$ cat src/csf_pkg.sv
package csf_pkg;

    // ------------------------------------------------------------
    // register map
    // ------------------------------------------------------------
    localparam int REG_ADDR_W = 4;
    localparam logic [3:0] OFF_STATUS = 4'h0;
    localparam logic [3:0] OFF_PC_LO = 4'h1;
    localparam logic [3:0] OFF_PC_HI = 4'h2;
    localparam logic [3:0] OFF_CFG = 4'h3;

    // ------------------------------------------------------------
    // status field positions
    // ------------------------------------------------------------
    localparam int BIT_RSV_INDIRECT = 7;
    localparam int BIT_RSV_BANK_HI = 6;
    localparam int BIT_BANK_SELECT = 5;
    localparam int BIT_WATCHDOG_EXPIRY = 4;
    localparam int BIT_POWERDOWN = 3;
    localparam int BIT_ZERO = 2;
    localparam int BIT_NIBBLE_CARRY = 1;
    localparam int BIT_CARRY = 0;
    localparam int NIBBLE_W = 4;

    // ------------------------------------------------------------
    // reset values
    // ------------------------------------------------------------
    localparam logic [7:0] STATUS_RST = 8'h18;
    localparam logic [7:0] CFG_RST = 8'h00;
    localparam int CFG_BIT_SMALL = 0;

    // ------------------------------------------------------------
    // program address map
    // ------------------------------------------------------------
    localparam int PC_W = 13;
    localparam logic [12:0] VEC_RESET = 13'h0000;
    localparam logic [12:0] VEC_IRQ = 13'h0004;
    localparam logic [12:0] MASK_2K = 13'h07FF;
    localparam logic [12:0] MASK_1K = 13'h03FF;

    // ------------------------------------------------------------
    // operations and carriers
    // ------------------------------------------------------------
    typedef enum logic [3:0] {
        OP_NOP = 4'h0,
        OP_ADD = 4'h1,
        OP_SUB = 4'h2,
        OP_AND = 4'h3,
        OP_IOR = 4'h4,
        OP_XOR = 4'h5,
        OP_ROTL = 4'h6,
        OP_ROTR = 4'h7,
        OP_CLR = 4'h8,
        OP_MOVW = 4'h9,
        OP_MOVF = 4'hA,
        OP_SWAP = 4'hB,
        OP_BITCLR = 4'hC,
        OP_BITSET = 4'hD,
        OP_INC = 4'hE,
        OP_COM = 4'hF
    } csf_op_e;

    typedef struct packed {
        logic valid;
        csf_op_e op;
        logic [2:0] bitSel;
        logic [7:0] wVal;
        logic [7:0] fileVal;
        logic destFile;
        logic toStatus;
    } csf_exec_s;

    typedef struct packed {
        logic dogExpire;
        logic dogClear;
        logic sleepExec;
    } csf_evt_s;

    typedef struct packed {
        logic advance;
        logic jump;
        logic [12:0] jumpAddr;
        logic irqAccept;
    } csf_pc_s;

    typedef struct packed {
        logic [7:0] result;
        logic zOut;
        logic nibOut;
        logic cOut;
        logic affZ;
        logic affNib;
        logic affC;
    } csf_alu_s;

endpackage

$ cat src/csf_flag_alu.sv
`timescale 1ns/100ps
module csf_flag_alu import csf_pkg::*; (
    input wire csf_op_e op,
    input wire logic [2:0] bitSel,
    input wire logic [7:0] wVal,
    input wire logic [7:0] fVal,
    input wire logic carryIn,
    output csf_alu_s aluOut
);

    logic [8:0] sum9;
    logic [4:0] nib5;

    // ------------------------------------------------------------
    // adder shared by add and subtract
    // ------------------------------------------------------------
    always_comb begin
        if (op == OP_SUB) begin
            sum9 = {1'b0, fVal} + {1'b0, ~wVal} + 9'h001;
            nib5 = {1'b0, fVal[3:0]} + {1'b0, ~wVal[3:0]} + 5'h01;
        end else begin
            sum9 = {1'b0, fVal} + {1'b0, wVal};
            nib5 = {1'b0, fVal[3:0]} + {1'b0, wVal[3:0]};
        end
    end

    // ------------------------------------------------------------
    // result and flag outputs
    // ------------------------------------------------------------
    always_comb begin
        aluOut = '0;
        case (op)
            OP_ADD, OP_SUB: begin
                aluOut.result = sum9[7:0];
                aluOut.cOut = sum9[8];
                aluOut.nibOut = nib5[NIBBLE_W];
                aluOut.affZ = 1'b1;
                aluOut.affNib = 1'b1;
                aluOut.affC = 1'b1;
            end
            OP_AND: begin
                aluOut.result = wVal & fVal;
                aluOut.affZ = 1'b1;
            end
            OP_IOR: begin
                aluOut.result = wVal | fVal;
                aluOut.affZ = 1'b1;
            end
            OP_XOR: begin
                aluOut.result = wVal ^ fVal;
                aluOut.affZ = 1'b1;
            end
            OP_ROTL: begin
                aluOut.result = {fVal[6:0], carryIn};
                aluOut.cOut = fVal[7];
                aluOut.affC = 1'b1;
            end
            OP_ROTR: begin
                aluOut.result = {carryIn, fVal[7:1]};
                aluOut.cOut = fVal[0];
                aluOut.affC = 1'b1;
            end
            OP_CLR: begin
                aluOut.result = 8'h00;
                aluOut.affZ = 1'b1;
            end
            OP_MOVW: begin
                aluOut.result = wVal;
            end
            OP_MOVF: begin
                aluOut.result = fVal;
                aluOut.affZ = 1'b1;
            end
            OP_SWAP: begin
                aluOut.result = {fVal[3:0], fVal[7:4]};
            end
            OP_BITCLR: begin
                aluOut.result = fVal & ~(8'h01 << bitSel);
            end
            OP_BITSET: begin
                aluOut.result = fVal | (8'h01 << bitSel);
            end
            OP_INC: begin
                aluOut.result = fVal + 8'h01;
                aluOut.affZ = 1'b1;
            end
            OP_COM: begin
                aluOut.result = ~fVal;
                aluOut.affZ = 1'b1;
            end
            default: begin
                aluOut.result = fVal;
            end
        endcase
        aluOut.zOut = (aluOut.result == 8'h00);
    end

endmodule

$ cat src/csf_core_status.sv
// Implementation choices: the plain strobed port and the register offsets.
`timescale 1ns/100ps
// Behaviour
// - thirteen-bit program counter, 8K word space
// - fetch addresses wrap into 2K or 1K
// - reset fetches 0000h, interrupt vectors 0004h
// - flag-updating ops discard written flag bits
// - writes never change expiry or powerdown bits
// - clearing status gives 000u u1uu
// - bit 5 selects data bank
// - expiry bit set by powerup/clear/sleep, cleared timeout
// - powerdown bit set powerup/clear, cleared by sleep
// - zero bit follows zero result
// - nibble carry from bit 3, inverted borrow
// - carry from bit 7, inverted borrow
// - subtract adds two's complement
// - rotates load carry with shifted-out bit
module csf_core_status import csf_pkg::*; #(
    parameter logic SMALL_VARIANT = 1'b0
) (
    input wire logic ref_clk,
    input wire logic rstn,
    input wire csf_exec_s exec,
    input wire csf_evt_s evt,
    input wire csf_pc_s pcCtl,
    input wire logic [6:0] directAddr,
    input wire logic [REG_ADDR_W-1:0] regAddr,
    input wire logic [7:0] regWdata,
    input wire logic regWr,
    input wire logic regRd,
    output logic [7:0] regRdata,
    output logic [7:0] resultData,
    output logic resultValid,
    output logic [PC_W-1:0] fetchAddr,
    output logic [7:0] dataAddr,
    output logic [7:0] statusOut
);

    logic [7:0] status_reg;
    logic [7:0] status_next;
    logic [7:0] cfg_reg;
    logic [PC_W-1:0] pc_reg;
    logic [PC_W-1:0] pc_next;
    logic [PC_W-1:0] fetch_reg;
    logic [PC_W-1:0] fetchMask;
    logic [7:0] rdata_reg;
    logic [7:0] rdata_next;
    logic [7:0] result_reg;
    logic resultValid_reg;
    logic [7:0] dataAddr_reg;
    logic [7:0] srcFile;
    logic anyAffected;
    logic statusDest;
    csf_alu_s aluOut;

    // ------------------------------------------------------------
    // operand select and flag datapath
    // ------------------------------------------------------------
    always_comb begin
        srcFile = exec.toStatus ? status_reg : exec.fileVal;
    end

    csf_flag_alu u_alu (
        .op(exec.op),
        .bitSel(exec.bitSel),
        .wVal(exec.wVal),
        .fVal(srcFile),
        .carryIn(status_reg[BIT_CARRY]),
        .aluOut(aluOut)
    );

    always_comb begin
        anyAffected = exec.valid & (aluOut.affZ | aluOut.affNib | aluOut.affC);
        statusDest = exec.valid & exec.destFile & exec.toStatus;
    end

    // ------------------------------------------------------------
    // status next value
    // ------------------------------------------------------------
    always_comb begin
        status_next = status_reg;
        if (regWr && (regAddr == OFF_STATUS)) begin
            status_next[BIT_RSV_INDIRECT] = regWdata[BIT_RSV_INDIRECT];
            status_next[BIT_RSV_BANK_HI] = regWdata[BIT_RSV_BANK_HI];
            status_next[BIT_BANK_SELECT] = regWdata[BIT_BANK_SELECT];
            status_next[BIT_ZERO] = regWdata[BIT_ZERO];
            status_next[BIT_NIBBLE_CARRY] = regWdata[BIT_NIBBLE_CARRY];
            status_next[BIT_CARRY] = regWdata[BIT_CARRY];
        end
        if (statusDest) begin
            status_next[BIT_RSV_INDIRECT] = aluOut.result[BIT_RSV_INDIRECT];
            status_next[BIT_RSV_BANK_HI] = aluOut.result[BIT_RSV_BANK_HI];
            status_next[BIT_BANK_SELECT] = aluOut.result[BIT_BANK_SELECT];
            if (!anyAffected) begin
                status_next[BIT_ZERO] = aluOut.result[BIT_ZERO];
                status_next[BIT_NIBBLE_CARRY] = aluOut.result[BIT_NIBBLE_CARRY];
                status_next[BIT_CARRY] = aluOut.result[BIT_CARRY];
            end
        end
        if (exec.valid && aluOut.affZ) begin
            status_next[BIT_ZERO] = aluOut.zOut;
        end
        if (exec.valid && aluOut.affNib) begin
            status_next[BIT_NIBBLE_CARRY] = aluOut.nibOut;
        end
        if (exec.valid && aluOut.affC) begin
            status_next[BIT_CARRY] = aluOut.cOut;
        end
        if (evt.dogClear || evt.sleepExec) begin
            status_next[BIT_WATCHDOG_EXPIRY] = 1'b1;
        end
        if (evt.dogExpire) begin
            status_next[BIT_WATCHDOG_EXPIRY] = 1'b0;
        end
        if (evt.dogClear) begin
            status_next[BIT_POWERDOWN] = 1'b1;
        end
        if (evt.sleepExec) begin
            status_next[BIT_POWERDOWN] = 1'b0;
        end
    end

    always_ff @(posedge ref_clk) begin
        if (!rstn) begin
            status_reg <= STATUS_RST;
        end else begin
            status_reg <= status_next;
        end
    end

    // ------------------------------------------------------------
    // configuration
    // ------------------------------------------------------------
    always_ff @(posedge ref_clk) begin
        if (!rstn) begin
            cfg_reg <= CFG_RST | {7'h00, SMALL_VARIANT};
        end else if (regWr && (regAddr == OFF_CFG)) begin
            cfg_reg <= {7'h00, regWdata[CFG_BIT_SMALL]};
        end
    end

    // ------------------------------------------------------------
    // program counter and fetch address
    // ------------------------------------------------------------
    always_comb begin
        fetchMask = cfg_reg[CFG_BIT_SMALL] ? MASK_1K : MASK_2K;
        pc_next = pc_reg;
        if (pcCtl.irqAccept) begin
            pc_next = VEC_IRQ;
        end else if (pcCtl.jump) begin
            pc_next = pcCtl.jumpAddr;
        end else if (pcCtl.advance) begin
            pc_next = pc_reg + 13'h0001;
        end
    end

    always_ff @(posedge ref_clk) begin
        if (!rstn) begin
            pc_reg <= VEC_RESET;
        end else begin
            pc_reg <= pc_next;
        end
    end

    always_ff @(posedge ref_clk) begin
        if (!rstn) begin
            fetch_reg <= VEC_RESET;
        end else begin
            fetch_reg <= pc_next & fetchMask;
        end
    end

    // ------------------------------------------------------------
    // data bank mapping
    // ------------------------------------------------------------
    always_ff @(posedge ref_clk) begin
        if (!rstn) begin
            dataAddr_reg <= 8'h00;
        end else begin
            dataAddr_reg <= {status_next[BIT_BANK_SELECT], directAddr};
        end
    end

    // ------------------------------------------------------------
    // result register
    // ------------------------------------------------------------
    always_ff @(posedge ref_clk) begin
        if (!rstn) begin
            result_reg <= 8'h00;
            resultValid_reg <= 1'b0;
        end else begin
            resultValid_reg <= exec.valid;
            if (exec.valid) begin
                result_reg <= aluOut.result;
            end
        end
    end

    // ------------------------------------------------------------
    // register read port
    // ------------------------------------------------------------
    always_comb begin
        rdata_next = 8'h00;
        if (regRd) begin
            if (regAddr == OFF_STATUS) begin
                rdata_next = status_reg;
            end else if (regAddr == OFF_PC_LO) begin
                rdata_next = pc_reg[7:0];
            end else if (regAddr == OFF_PC_HI) begin
                rdata_next = {3'h0, pc_reg[PC_W-1:8]};
            end else if (regAddr == OFF_CFG) begin
                rdata_next = cfg_reg;
            end else begin
                rdata_next = 8'h00;
            end
        end
    end

    always_ff @(posedge ref_clk) begin
        if (!rstn) begin
            rdata_reg <= 8'h00;
        end else begin
            rdata_reg <= rdata_next;
        end
    end

    // ------------------------------------------------------------
    // outputs
    // ------------------------------------------------------------
    assign regRdata = rdata_reg;
    assign resultData = result_reg;
    assign resultValid = resultValid_reg;
    assign fetchAddr = fetch_reg;
    assign dataAddr = dataAddr_reg;
    assign statusOut = status_reg;

endmodule

$ cat config.mk
export PLATFORM = sky130hd
export DESIGN_NAME = csf_core_status
export DESIGN_NICKNAME = d
export VERILOG_FILES = /design/src/csf_pkg.sv /design/src/csf_flag_alu.sv /design/src/csf_core_status.sv
export SDC_FILE = /design/constraint.sdc
export NUM_CORES = 1
export LEC_CHECK = 0
export BUFFER_PORTS_ARGS = -buffer_cell sky130_fd_sc_hd__clkbuf_2
export CAP_MARGIN = 20
export CORE_MARGIN = 3
export CORE_UTILIZATION = 49
export DETAILED_ROUTE_END_ITERATION = 6
export HOLD_SLACK_MARGIN = 0.1
export PLACE_DENSITY_LB_ADDON = 0.15
export SYNTH_ARGS = -nofsm -noshare
export SYNTH_HDL_FRONTEND = slang
export SYNTH_HIERARCHICAL = 1
export SYNTH_SLANG_ARGS = --single-unit
$ cat constraint.sdc
create_clock -name ref_clk -period 3.55 [get_ports ref_clk]
set_input_delay 0.71 -clock ref_clk [delete_from_list [all_inputs] [get_ports ref_clk]]
set_output_delay 0.71 -clock ref_clk [all_outputs]
set_load 0.02 [all_outputs]
# Word-level counts from Yosys, hierarchy flattened
# Cells that the tools add are included.
[totals]
reg_bits = 60
in_bits = 68
output_inout_bits = 46
wordCells = 97
[op_classes]
addsub = 8
eq_ne = 18
n_shift = 1
n_mux = 29
bitwise_logic = 15
n_reduce_logical = 15
[op_table]
columns = ["op", "n"]
rows = [
  ["$pmux W8 S13", 1],
  ["$mux W13", 3],
  ["$eq A4 B4 Y1 const B", 8],
  ["$mux W8", 3],
  ["$not A8 Y8", 3],
  ["$add A8 B8 Y9", 2],
  ["$and A8 B8 Y8", 2],
  ["$eq A4 B2 Y1 const B", 4],
  ["$eq A4 B3 Y1 const B", 4],
  ["$or A8 B8 Y8", 2],
  ["$mux W3", 5],
  ["$add A13 B1 Y13 const B", 1],
  ["$and A13 B11 Y13", 1],
  ["$mux W1", 12],
  ["$mux W11", 1],
  ["$add A4 B4 Y5", 2],
  ["$mux W5", 2],
  ["$add A9 B1 Y9 const B", 1],
  ["$mux W9", 1],
  ["$reduce_or A9 Y1", 1],
  ["$add A8 B1 Y8 const B", 1],
  ["$eq A4 B1 Y1 const B", 2],
  ["$logic_not A8 Y1", 1],
  ["$shl A1 B3 Y8 const A", 1],
  ["other kinds (13)", 22],
]

# Depth between registers and ports, before layout
# Gate-level depths: netlist (run 1).
[logic_depth]
ltp_word = 9
mapped_depth = 16
mapped_depth_nobuf = 14

# Hierarchy
# Netlist (run 1), hierarchy kept.
[modules_own_cells]
columns = ["mod", "n_inst", "cells_each", "area_per_inst_um2", "seq_area_each_um2"]
rows = [
  ["csf_core_status", 1, 238, 2214.6, 940.9],
  ["csf_flag_alu", 1, 308, 1989.4, 0.0],
]

# Worst setup path after synthesis (run 1)
# OpenSTA, ideal clock, no wires.
[synth_path]
kind = "input -> register"
from = "input exec[0] (netlist bit)"
to = "register status_reg[2], in the netlist statusOut[2]"
setup_time_ns = 0.074
arrival_time_ns = 3.720
required_time_ns = 3.476
slack_ns = -0.245
path_stages = 14
path_buffers = 2
path_cell_list = "buf_2 -> mux2_2 -> clkbuf_1 -> inv_1 -> ha_1 -> fa_1 -> o22ai_1 -> a32o_1 -> or4_1 -> or3_1 -> nor4_2 -> o211a_1 -> o221ai_1 -> a31oi_1"
[synth_lines]
columns = ["element", "line", "source"]
rows = [
  ["from (decl)", "csf_core_status.sv:23", "input wire csf_exec_s exec,"],
  ["to (signal assigned)", "csf_core_status.sv:127", "status_reg <= status_next;"],
  ["to (decl)", "csf_core_status.sv:39", "logic [7:0] status_reg;"],
]

==> metrics, run 1 <==
HPWL after DPL 12,000 um; CP Class in -> reg; Hold Vio Cnt, Final 0; CP bufs+invs 2; Synth cell types 74; final setup fails 0; largest vdd supply drop 0.166 mV; row count 33; largest net degree at the start of global routing 32; ys async rst share 0%; Min Clock Period, post-route 3.47 ns; Vias per Instance 6.24; Buffers on Ports 109; Synth area leader dfxtp_1; cell count after synthesis 546; reg2reg end statusOut[2]$_SDFF_PN0_; critical path startpoint category primary input; antenna cells 0; DRT iter0 DRCs 307; TritonCTS clock tree done; Filler Cell Count 759; HP Class reg -> reg; synthesized flop and latch total 47; Layout area overhead 24.2%; most numerous cell in the Yosys netlist dfxtp_1; Placed Instances 767; number of synthesized flops with an enable pin 0; Max-slew headroom 35.7%; GRT Total Usage 30.0%; antenna-violating nets left 0; CP Depth 13; total number of vias 4,840; Final GP Congestion 1.02; GRT overflow 0; clk buf depth 2; Seq/Total Area, Yosys 22.4%; Finished Layout Cells 776; initial cell density of the core 50.9%; pwr dens 306 nW/um2; Ys Warns 6; Slowest-stage cell, CP or4_4; R2R setup slack 0.37 ns; layout cells sized above 1 31.0%; hold_buf cts 0; most frequent cells after synthesis dfxtp_1 (47), nor2_1 (42), nand2_1 (41); maximum clock rate 288 MHz; Routed WL 15,300 um; Layout Utilization 63.2%; CP Max Fanout 6; number of flip-flops in the largest register 13; Root Driver clkbuf_8; Clk pin slew, worst setup/hold paths 0.09 ns; H-Tree Depth 2; CP arrival 3.71 ns; number of global-route vias before repair 4,517; met1 Use GR 36.8%; CP cell instances clkbuf_4 > mux2_4 > inv_1 > ha_2 > fa_1 > o22ai_1 > a32o_1 > or4_4 > or3_1 > nor4_2 > o211a_1 > o221ai_1 > a31oi_1; Num Clock Sinks 47; DIE AREA 9730 um2; max cap viols 0; Slew Limit Fails 0; Primary FF master, synth dfxtp_1; Worst Reg-to-Reg Cells 12; Boundary Pins 114; Final Cell Area 5220 um2; Syn Area/Cell 7.70 um2; Slew @ Worst Pin 0.956 ns; Tcrit/Tclk final 97.8%; first-pass GRT wire length 23,600 um; WP data required 3.79 ns; DR DRC count 0; number of CTS-inserted buffers 5; GR peak layer met2; die height 98.6 um; initial antenna violation count 0; Reg-to-Reg Start statusOut[0]$_SDFF_PN0_; DRT Pass-1 Iters 5; clk_lat worst skew 0.30 ns; RSZ-0062 raised after global routing true; Worst Skew 0.00464 ns; Die W 98.6 um; Critical Path Start exec[0]; M3 GR Usage 3.26%; Worst setup endpoint statusOut[2]$_SDFF_PN0_; status completed; CORE AREA 8260 um2; Post-DP Area 5060 um2; routed len/inst 19.7 um; Synth area leaders dfxtp_1 (22%), mux2i_1 (6.2%), ha_1 (5.4%), nor2_1 (3.8%), o21ai_0 (3.7%); met2 usage 52.1%; Critical Path End Type flop; Mapped Area 4200 um2; total negative slack 0 ns; Yosys top cell area share 22.4%; slowest stage delay, CP 0.51 ns; critical path's top delay family simple AND/OR/NAND/NOR gates; Pleak 0.00235 uW; Final nets 758
[layout by cell type, fill, tap and decap left out, drive strengths merged, types with 3 or more instances in the layout]
master / count
o211ai: 4
o22ai: 9
a311oi: 4
nor2: 42
dfxtp: 47
nor4: 7
or3: 5
nand4: 8
a211oi: 11
inv: 29
nand2: 41
ha: 18
nand2b: 12
a221oi: 8
clkbuf: 114
a31oi: 6
nand3: 24
o21ai: 32
a22oi: 7
nor2b: 19
mux2: 12
mux2i: 26
clkinv: 4
o32ai: 3
a21oi: 25
nor3: 16
xnor2: 13
a32oi: 3
buf: 59
o2111ai: 3
and2: 8
[final cells by class]
| cell class | instances | area (um2) | area share [%] |
|---|---|---|---|
| Clock buffer | 5 | 68.8 | 1.32 |
| Clock inverter | 3 | 43.8 | 0.839 |
| Inverter | 31 | 116 | 2.23 |
| Multi-Input combinational cell | 417 | 2930 | 56.1 |
| Sequential cell | 47 | 941 | 18.0 |
| Tap cell | 105 | 131 | 2.52 |
| Timing Repair Buffer | 168 | 991 | 19.0 |
[worst min path at each step]
stage                                     endpoint                    start  depth (start not counted)
after global placement    fetchAddr[10]$_SDFF_PN0_  cfg_reg[0]$_SDFFE_PN0P_                          1
after floorplan           fetchAddr[10]$_SDFF_PN0_  cfg_reg[0]$_SDFFE_PN0P_                          1
final                     fetchAddr[10]$_SDFF_PN0_  cfg_reg[0]$_SDFFE_PN0P_                          1
after global routing      fetchAddr[10]$_SDFF_PN0_  cfg_reg[0]$_SDFFE_PN0P_                          1
after CTS                 fetchAddr[10]$_SDFF_PN0_  cfg_reg[0]$_SDFFE_PN0P_                          1
after detailed placement  fetchAddr[10]$_SDFF_PN0_  cfg_reg[0]$_SDFFE_PN0P_                          1
[routing by layer]
| metal | part of all wire [%] | vias to the layer above |
|---|---|---|
| met3 | 8.9 | 62 |
| met5 | 0 | - |
| met1 | 38 | 2274 |
| met2 | 48 | 280 |
| li1 | - | 2224 |
| met4 | 5.2 | 0 |
[kinds of logic (layout without fill, tap and decap cells)]
family	count (synthesis)	after routing	synth area share, %
flops	47	47	22.4
mux	39	39	9.94
compound gates	147	147	24.5
simple gates	195	195	24.8
fa+ha+maj	20	20	6.31
other cells	1	2	0.0892
buf+inv	83	207	9.11
xor+xnor	14	14	2.92
[what timing repair did]
| action | CTS | global route |
|---|---|---|
| hold endpoints to repair | 0 | 0 |
| setup buffers | 0 | 1 |
| gates resized for setup | 0 | 9 |
| endpoints found under the setup margin | 0 | 3 |
[report_power, final]
part | internal (uW) | switching [uW] | total [uW]
clock network | 210 | 192 | 402
logic | 263 | 358 | 622
registers | 554 | 22.3 | 576
total | 1030 | 573 | 1600
[per-stage QoR]
| stage | hold WS [ns] | power [uW] | worst slack (ns) |
|---|---|---|---|
| global placement | 0.457 | 1180 | -0.210 |
| finish | 0.471 | 1600 | 0.0772 |
| global route | 0.521 | 1670 | -0.0157 |
| detailed placement | 0.457 | 1190 | -0.290 |
| floorplan | 0.417 | 949 | -0.00563 |
| CTS | 0.476 | 1590 | 0.0190 |
Note: power is estimated with default switching activity, not from simulation.
==> run 2: changes to the inputs <==
==> constraint.sdc (replaced) <==
create_clock -name ref_clk -period 2.95 [get_ports ref_clk]
set_input_delay 0.59 -clock ref_clk [delete_from_list [all_inputs] [get_ports ref_clk]]
set_output_delay 0.59 -clock ref_clk [all_outputs]
set_load 0.02 [all_outputs]
==> run 2 against run 1 <==
Effect of this change:
- the flow now finishes with violations (negative setup slack)
- first-iteration DRC count up 31%
- clock power up 3%
- wire length up 13%
==> metrics, run 2 (synthesized netlist as in run 1, its figures left out) <==
status finished, violations left; failing checks negative setup slack; total number of vias 5,239; Die W 98.6 um; CORE AREA 8260 um2; number of flip-flops in the largest register 13; GRT overflow 0; DRT iter0 DRCs 402; first-pass GRT wire length 25,800 um; GRT Total Usage 33.1%; layout cells sized above 1 41.7%; most frequent cells in the layout buf_4 (113), clkbuf_2 (108), dfxtp_1 (47), nand2_1 (41), nor2_1 (37); Vias per Instance 6.27; clk_lat worst skew 0.30 ns; initial antenna violation count 0; Final Cell Area 5960 um2; die height 98.6 um; Worst Reg-to-Reg Cells 12; Routed WL 17,200 um; Critical Path End Type flop; Clk pin slew, worst setup/hold paths 0.09 ns; hold worst-path end dataAddr[5]$_SDFF_PN0_; final setup fails 5; WP data required 3.17 ns; Finished Layout Cells 836; RSZ-0062 raised after global routing true; Filler Cell Count 677; HPWL after DPL 13,200 um; Tcrit/Tclk final 111%; Post-DP Area 5480 um2; critical path startpoint category primary input; commonest non-fill, non-tap cell in the layout buf_4; Min Clock Period, post-route 3.27 ns; largest vdd supply drop 0.240 mV; Max-slew headroom 59.4%; Worst Hold Slack 0.495 ns; Worst Skew 0.0104 ns; DIE AREA 9730 um2; Num Clock Sinks 47; max cap viols 0; Reg-to-Reg Start statusOut[0]$_SDFF_PN0_; origin of the worst min-delay path directAddr[5]; pwr dens 341 nW/um2; Critical Path Start exec[0]; row count 33; H-Tree Depth 2; Hold Vio Cnt, Final 0; Root Driver clkbuf_8; Boundary Pins 114; initial cell density of the core 50.9%; setup ws final -0.319 ns; CP Max Fanout 5; CP arrival 3.49 ns; clk buf depth 2; total negative slack -0.592 ns; Slew Limit Fails 0; Final GP Congestion 1.02; Slew @ Worst Pin 0.609 ns; Buffers on Ports 109; hold_buf cts 0; largest net degree at the start of global routing 31; Layout Utilization 72.2%; number of global-route vias before repair 5,002; Hold Path Depth 2; antenna cells 0; number of CTS-inserted buffers 5; Placed Instances 822; TritonCTS clock tree done; DRT Pass-1 Iters 5; HP Class in -> reg; CP Class in -> reg; Layout area overhead 41.8%; Final nets 818; routed len/inst 20.6 um; reg2reg end statusOut[2]$_SDFF_PN0_; R2R setup slack -0.32 ns; maximum clock rate 306 MHz; Pleak 0.00269 uW; DR DRC count 0; antenna-violating nets left 0
==> run 2: cell count changes in the layout (fill, tap and decap cells not counted), moves of 4 or more <==
| cell | previous run | this run |
|---|---|---|
| nor2_2 | 0 | 4 |
| buf_6 | 0 | 5 |
| ha_1 | 16 | 8 |
| nor2_1 | 42 | 37 |
| ha_4 | 1 | 7 |
| o21ai_0 | 31 | 26 |
| buf_4 | 59 | 113 |
==> run 2: area by class of cell <==
| cell class | count | area [um2] | share of cell area (%) |
|---|---|---|---|
| Timing Repair Buffer | 228 | 1480 | 24.8 |
| Sequential cell | 47 | 941 | 15.8 |
| Clock buffer | 6 | 82.6 | 1.39 |
| Inverter | 31 | 121 | 2.04 |
| Clock inverter | 2 | 16.3 | 0.273 |
| Multi-Input combinational cell | 417 | 3190 | 53.5 |
| Tap cell | 105 | 131 | 2.20 |
==> run 2: worst max-delay path: stages <==
cell and delay [ns]:
buf_12 0.11, mux2_4 0.24, ha_4 0.16, inv_4 0.03, fa_2 0.56, o22ai_2 0.09, a32o_1 0.21, or4_4 0.50
or3_4 0.37, nor4_4 0.15, o211a_1 0.22, o221ai_2 0.11, a31oi_1 0.14
==> run 2: per-layer routing <==
metal	global-route usage [%]	vias up	wire length [um]
li1	-	2355	-
met1	40.2	2455	6340
met2	57.5	354	8280
met3	3.40	75	1620
met4	17.2	0	970
met5	0	-	0
==> run 2: what timing repair did <==
| item | in CTS | in global routing |
|---|---|---|
| resized for setup | 6 | 66 |
| setup buffers | 1 | 6 |
| pin swaps | 0 | 27 |
| endpoints found under the setup margin | 6 | 9 |
==> run 2: per-stage QoR <==
step	power (uW)	worst slack, ns
finish	2030	-0.319
global route	2130	-0.399
CTS	1910	-0.299
detailed placement	1490	-0.627
global placement	1480	-0.552
floorplan	1140	-0.486
==> run 2: where the power goes <==
group	internal, uW	switching (uW)
clock network	192	223
logic	421	503
registers	666	27.6
==> run 2: worst max-delay path by stage <==
stage	to	slack (ns)
5_1_grt	statusOut[2]$_SDFF_PN0_	-0.40
2_1_floorplan	statusOut[2]$_SDFF_PN0_	-0.49
6_report	statusOut[2]$_SDFF_PN0_	-0.32
4_1_cts	statusOut[2]$_SDFF_PN0_	-0.30
3_5_place_dp	statusOut[2]$_SDFF_PN0_	-0.63
3_3_place_gp	statusOut[2]$_SDFF_PN0_	-0.55
==> run 3: changes to the inputs <==
--- a/config.mk
+++ b/config.mk
@@ -5,6 +5,7 @@
 export SDC_FILE = /design/constraint.sdc
 export NUM_CORES = 1
 export LEC_CHECK = 0
+export ABC_AREA = 1
 export BUFFER_PORTS_ARGS = -buffer_cell sky130_fd_sc_hd__clkbuf_2
 export CAP_MARGIN = 20
 export CORE_MARGIN = 3
==> run 3 against run 2 <==
Effect of this change:
- the run now ends clean
- critical path depth increased by 4
- first-iteration DRC count grew 1.7%
- worst setup slack improved by 0.47 ns
- sequential share of layout area rose by 2.0 points
- combinational power is 27% lower
- critical path type unchanged
- highest routed layer unchanged
==> metrics, run 3 <==
antenna cells 0; Hold Vio Cnt, Final 0; Num Clock Sinks 47; Ys Warns 6; Max-slew headroom 49.8%; WP data required 3.20 ns; Boundary Pins 114; critical path's top delay family compound AO/OA/AOI/OAI gates; initial cell density of the core 50.8%; Filler Cell Count 899; synthesized flop and latch total 47; RSZ-0062 raised after global routing false; number of global-route vias before repair 4,981; Syn Area/Cell 5.68 um2; most frequent CP cell nand3_1; most frequent cells in the layout nand2_1 (257), clkbuf_2 (109), nor2_1 (102), inv_1 (91), nand3_1 (59); first-pass GRT wire length 24,800 um; commonest non-fill, non-tap cell in the layout nand2_1; antenna-violating nets left 0; Worst Skew 0.00605 ns; number of flip-flops in the largest register 13; CP cell instances clkbuf_2 > inv_2 > o21ai_2 > inv_1 > ha_1 > fa_1 > inv_1 > nand2_1 > o211ai_1 > nand3_1 > nand3_1 > nand3_1 > nor2_1 > nand3_1 > nor2_1 > o21ai_0 > a21oi_1; slowest stage delay, CP 0.40 ns; most numerous cell in the Yosys netlist nand2_1; Slew Limit Fails 0; Synth area leaders nand2_1 (22%), dfxtp_1 (21%), nor2_1 (8.6%), inv_1 (7.8%), nand3_1 (6.6%); CP Max Fanout 4; reg2reg end statusOut[2]$_SDFF_PN0_; GRT overflow 0; CP arrival 3.05 ns; number of CTS-inserted buffers 5; largest net degree at the start of global routing 25; Slowest-stage cell, CP fa_1; die height 101 um; pwr dens 350 nW/um2; Clk pin slew, worst setup/hold paths 0.09 ns; status completed; DRT Pass-1 Iters 5; CORE AREA 8760 um2; Buffers on Ports 109; maximum clock rate 357 MHz; number of synthesized flops with an enable pin 0; layout cells sized above 1 21.2%; clk_lat worst skew 0.31 ns; Layout area overhead 18.9%; Root Driver clkbuf_8; initial antenna violation count 0; Worst setup endpoint statusOut[2]$_SDFF_PN0_; ys async rst share 0%; Critical Path End Type flop; R2R setup slack 0.20 ns; HPWL after DPL 12,700 um; Final nets 990; Routed WL 15,800 um; DIE AREA 10,300 um2; setup ws final 0.150 ns; DRT iter0 DRCs 409; Reg-to-Reg Start statusOut[0]$_SDFF_PN0_; Tcrit/Tclk final 94.9%; most frequent cells after synthesis nand2_1 (257), nor2_1 (102), inv_1 (93); CP Depth 17; total number of vias 5,498; final setup fails 0; largest vdd supply drop 0.275 mV; Worst Reg-to-Reg Cells 16; Vias per Instance 5.44; Final GP Congestion 1.07; pre-CTS setup slack -0.177 ns; HP Class reg -> reg; cell count after synthesis 783; Slew @ Worst Pin 0.751 ns; TritonCTS clock tree done; H-Tree Depth 2; row count 34; Seq/Total Area, Yosys 21.1%; DR DRC count 0; hold_buf cts 0; GRT Total Usage 30.3%; Critical Path Start exec[0]; Synth area leader nand2_1; CP bufs+invs 4; Synth cell types 41; max cap viols 0; critical path startpoint category primary input; Mapped Area 4450 um2; CP Class in -> reg; Yosys top cell area share 21.7%; Die W 101 um; clk buf depth 2; Min Clock Period, post-route 2.80 ns; total negative slack 0 ns; Primary FF master, synth dfxtp_1; routed len/inst 15.6 um; Pleak 0.00283 uW; Layout Utilization 60.4%
-- run 3: what timing repair did --
action / 4_1_cts / 5_1_grt
setup buffers: 0 / 1
setup endpoints to repair: 0 / 3
gates resized for setup: 0 / 3
-- run 3: worst reg2reg max path, delay by kind of cell (launching register included) --
kind | cells | cell delay (ns)
AOI/OAI and AO/OA | 4 | 0.73
adders and majority gates | 2 | 0.64
buffers and inverters | 3 | 0.25
DFF | 1 | 0.34
and+or+nand+nor | 7 | 0.73
-- run 3: where the power goes --
group | internal (uW) | total [uW] | switching, uW
combinational | 231 | 670 | 438
clock | 253 | 490 | 237
sequential | 665 | 693 | 27.8
total | 1150 | 1850 | 704
-- run 3: metrics by stage --
step	hold WS (ns)	std cells	power [uW]	instance area [um2]
global placement	0.417	1002	1350	5170
detailed placement	0.399	1002	1360	5170
floorplan	0.391	784	1110	4460
finish	0.421	1011	1850	5290
global route	0.447	1011	1960	5290
CTS	0.421	1010	1840	5280
-- run 3: metal layers --
metal  global-route usage [%]  wire length, um  part of all wire [%]
met1                     43.8             7120                    45
met2                     46.2             6970                    44
met3                     5.79             1440                   9.1
met4                     7.98              293                   1.9
met5                        0                0                     0
-- run 3: cell type report --
| class | instances | area, um2 | area share, % |
|---|---|---|---|
| clock buffers | 5 | 68.8 | 1.30 |
| clock inverters | 3 | 43.8 | 0.827 |
| inverters | 106 | 399 | 7.54 |
| multi-input cells | 606 | 2960 | 55.9 |
| flip-flops and latches | 47 | 941 | 17.8 |
| well taps | 108 | 135 | 2.55 |
| repair buffers | 136 | 748 | 14.1 |
-- run 3: cell families (layout without fill, tap and decap cells) --
group	count (synthesis)	after routing	synth area share, %
simple gates	470	470	45.7
buf+inv	131	250	12.6
compound gates	113	113	14.4
flops	47	47	21.1
fa+ha+maj	20	20	5.96
other cells	1	2	0.0843
xor+xnor	1	1	0.197
-- run 3: worst min-delay path by stage --
stage                       startpoint                  endpoint  cells after the start
4_1_cts        cfg_reg[0]$_SDFFE_PN0P_  fetchAddr[10]$_SDFF_PN0_                      1
3_5_place_dp   cfg_reg[0]$_SDFFE_PN0P_  fetchAddr[10]$_SDFF_PN0_                      1
2_1_floorplan  cfg_reg[0]$_SDFFE_PN0P_  fetchAddr[10]$_SDFF_PN0_                      1
6_report       cfg_reg[0]$_SDFFE_PN0P_  fetchAddr[10]$_SDFF_PN0_                      1
5_1_grt        cfg_reg[0]$_SDFFE_PN0P_  fetchAddr[10]$_SDFF_PN0_                      1
3_3_place_gp   cfg_reg[0]$_SDFFE_PN0P_  fetchAddr[10]$_SDFF_PN0_                      1
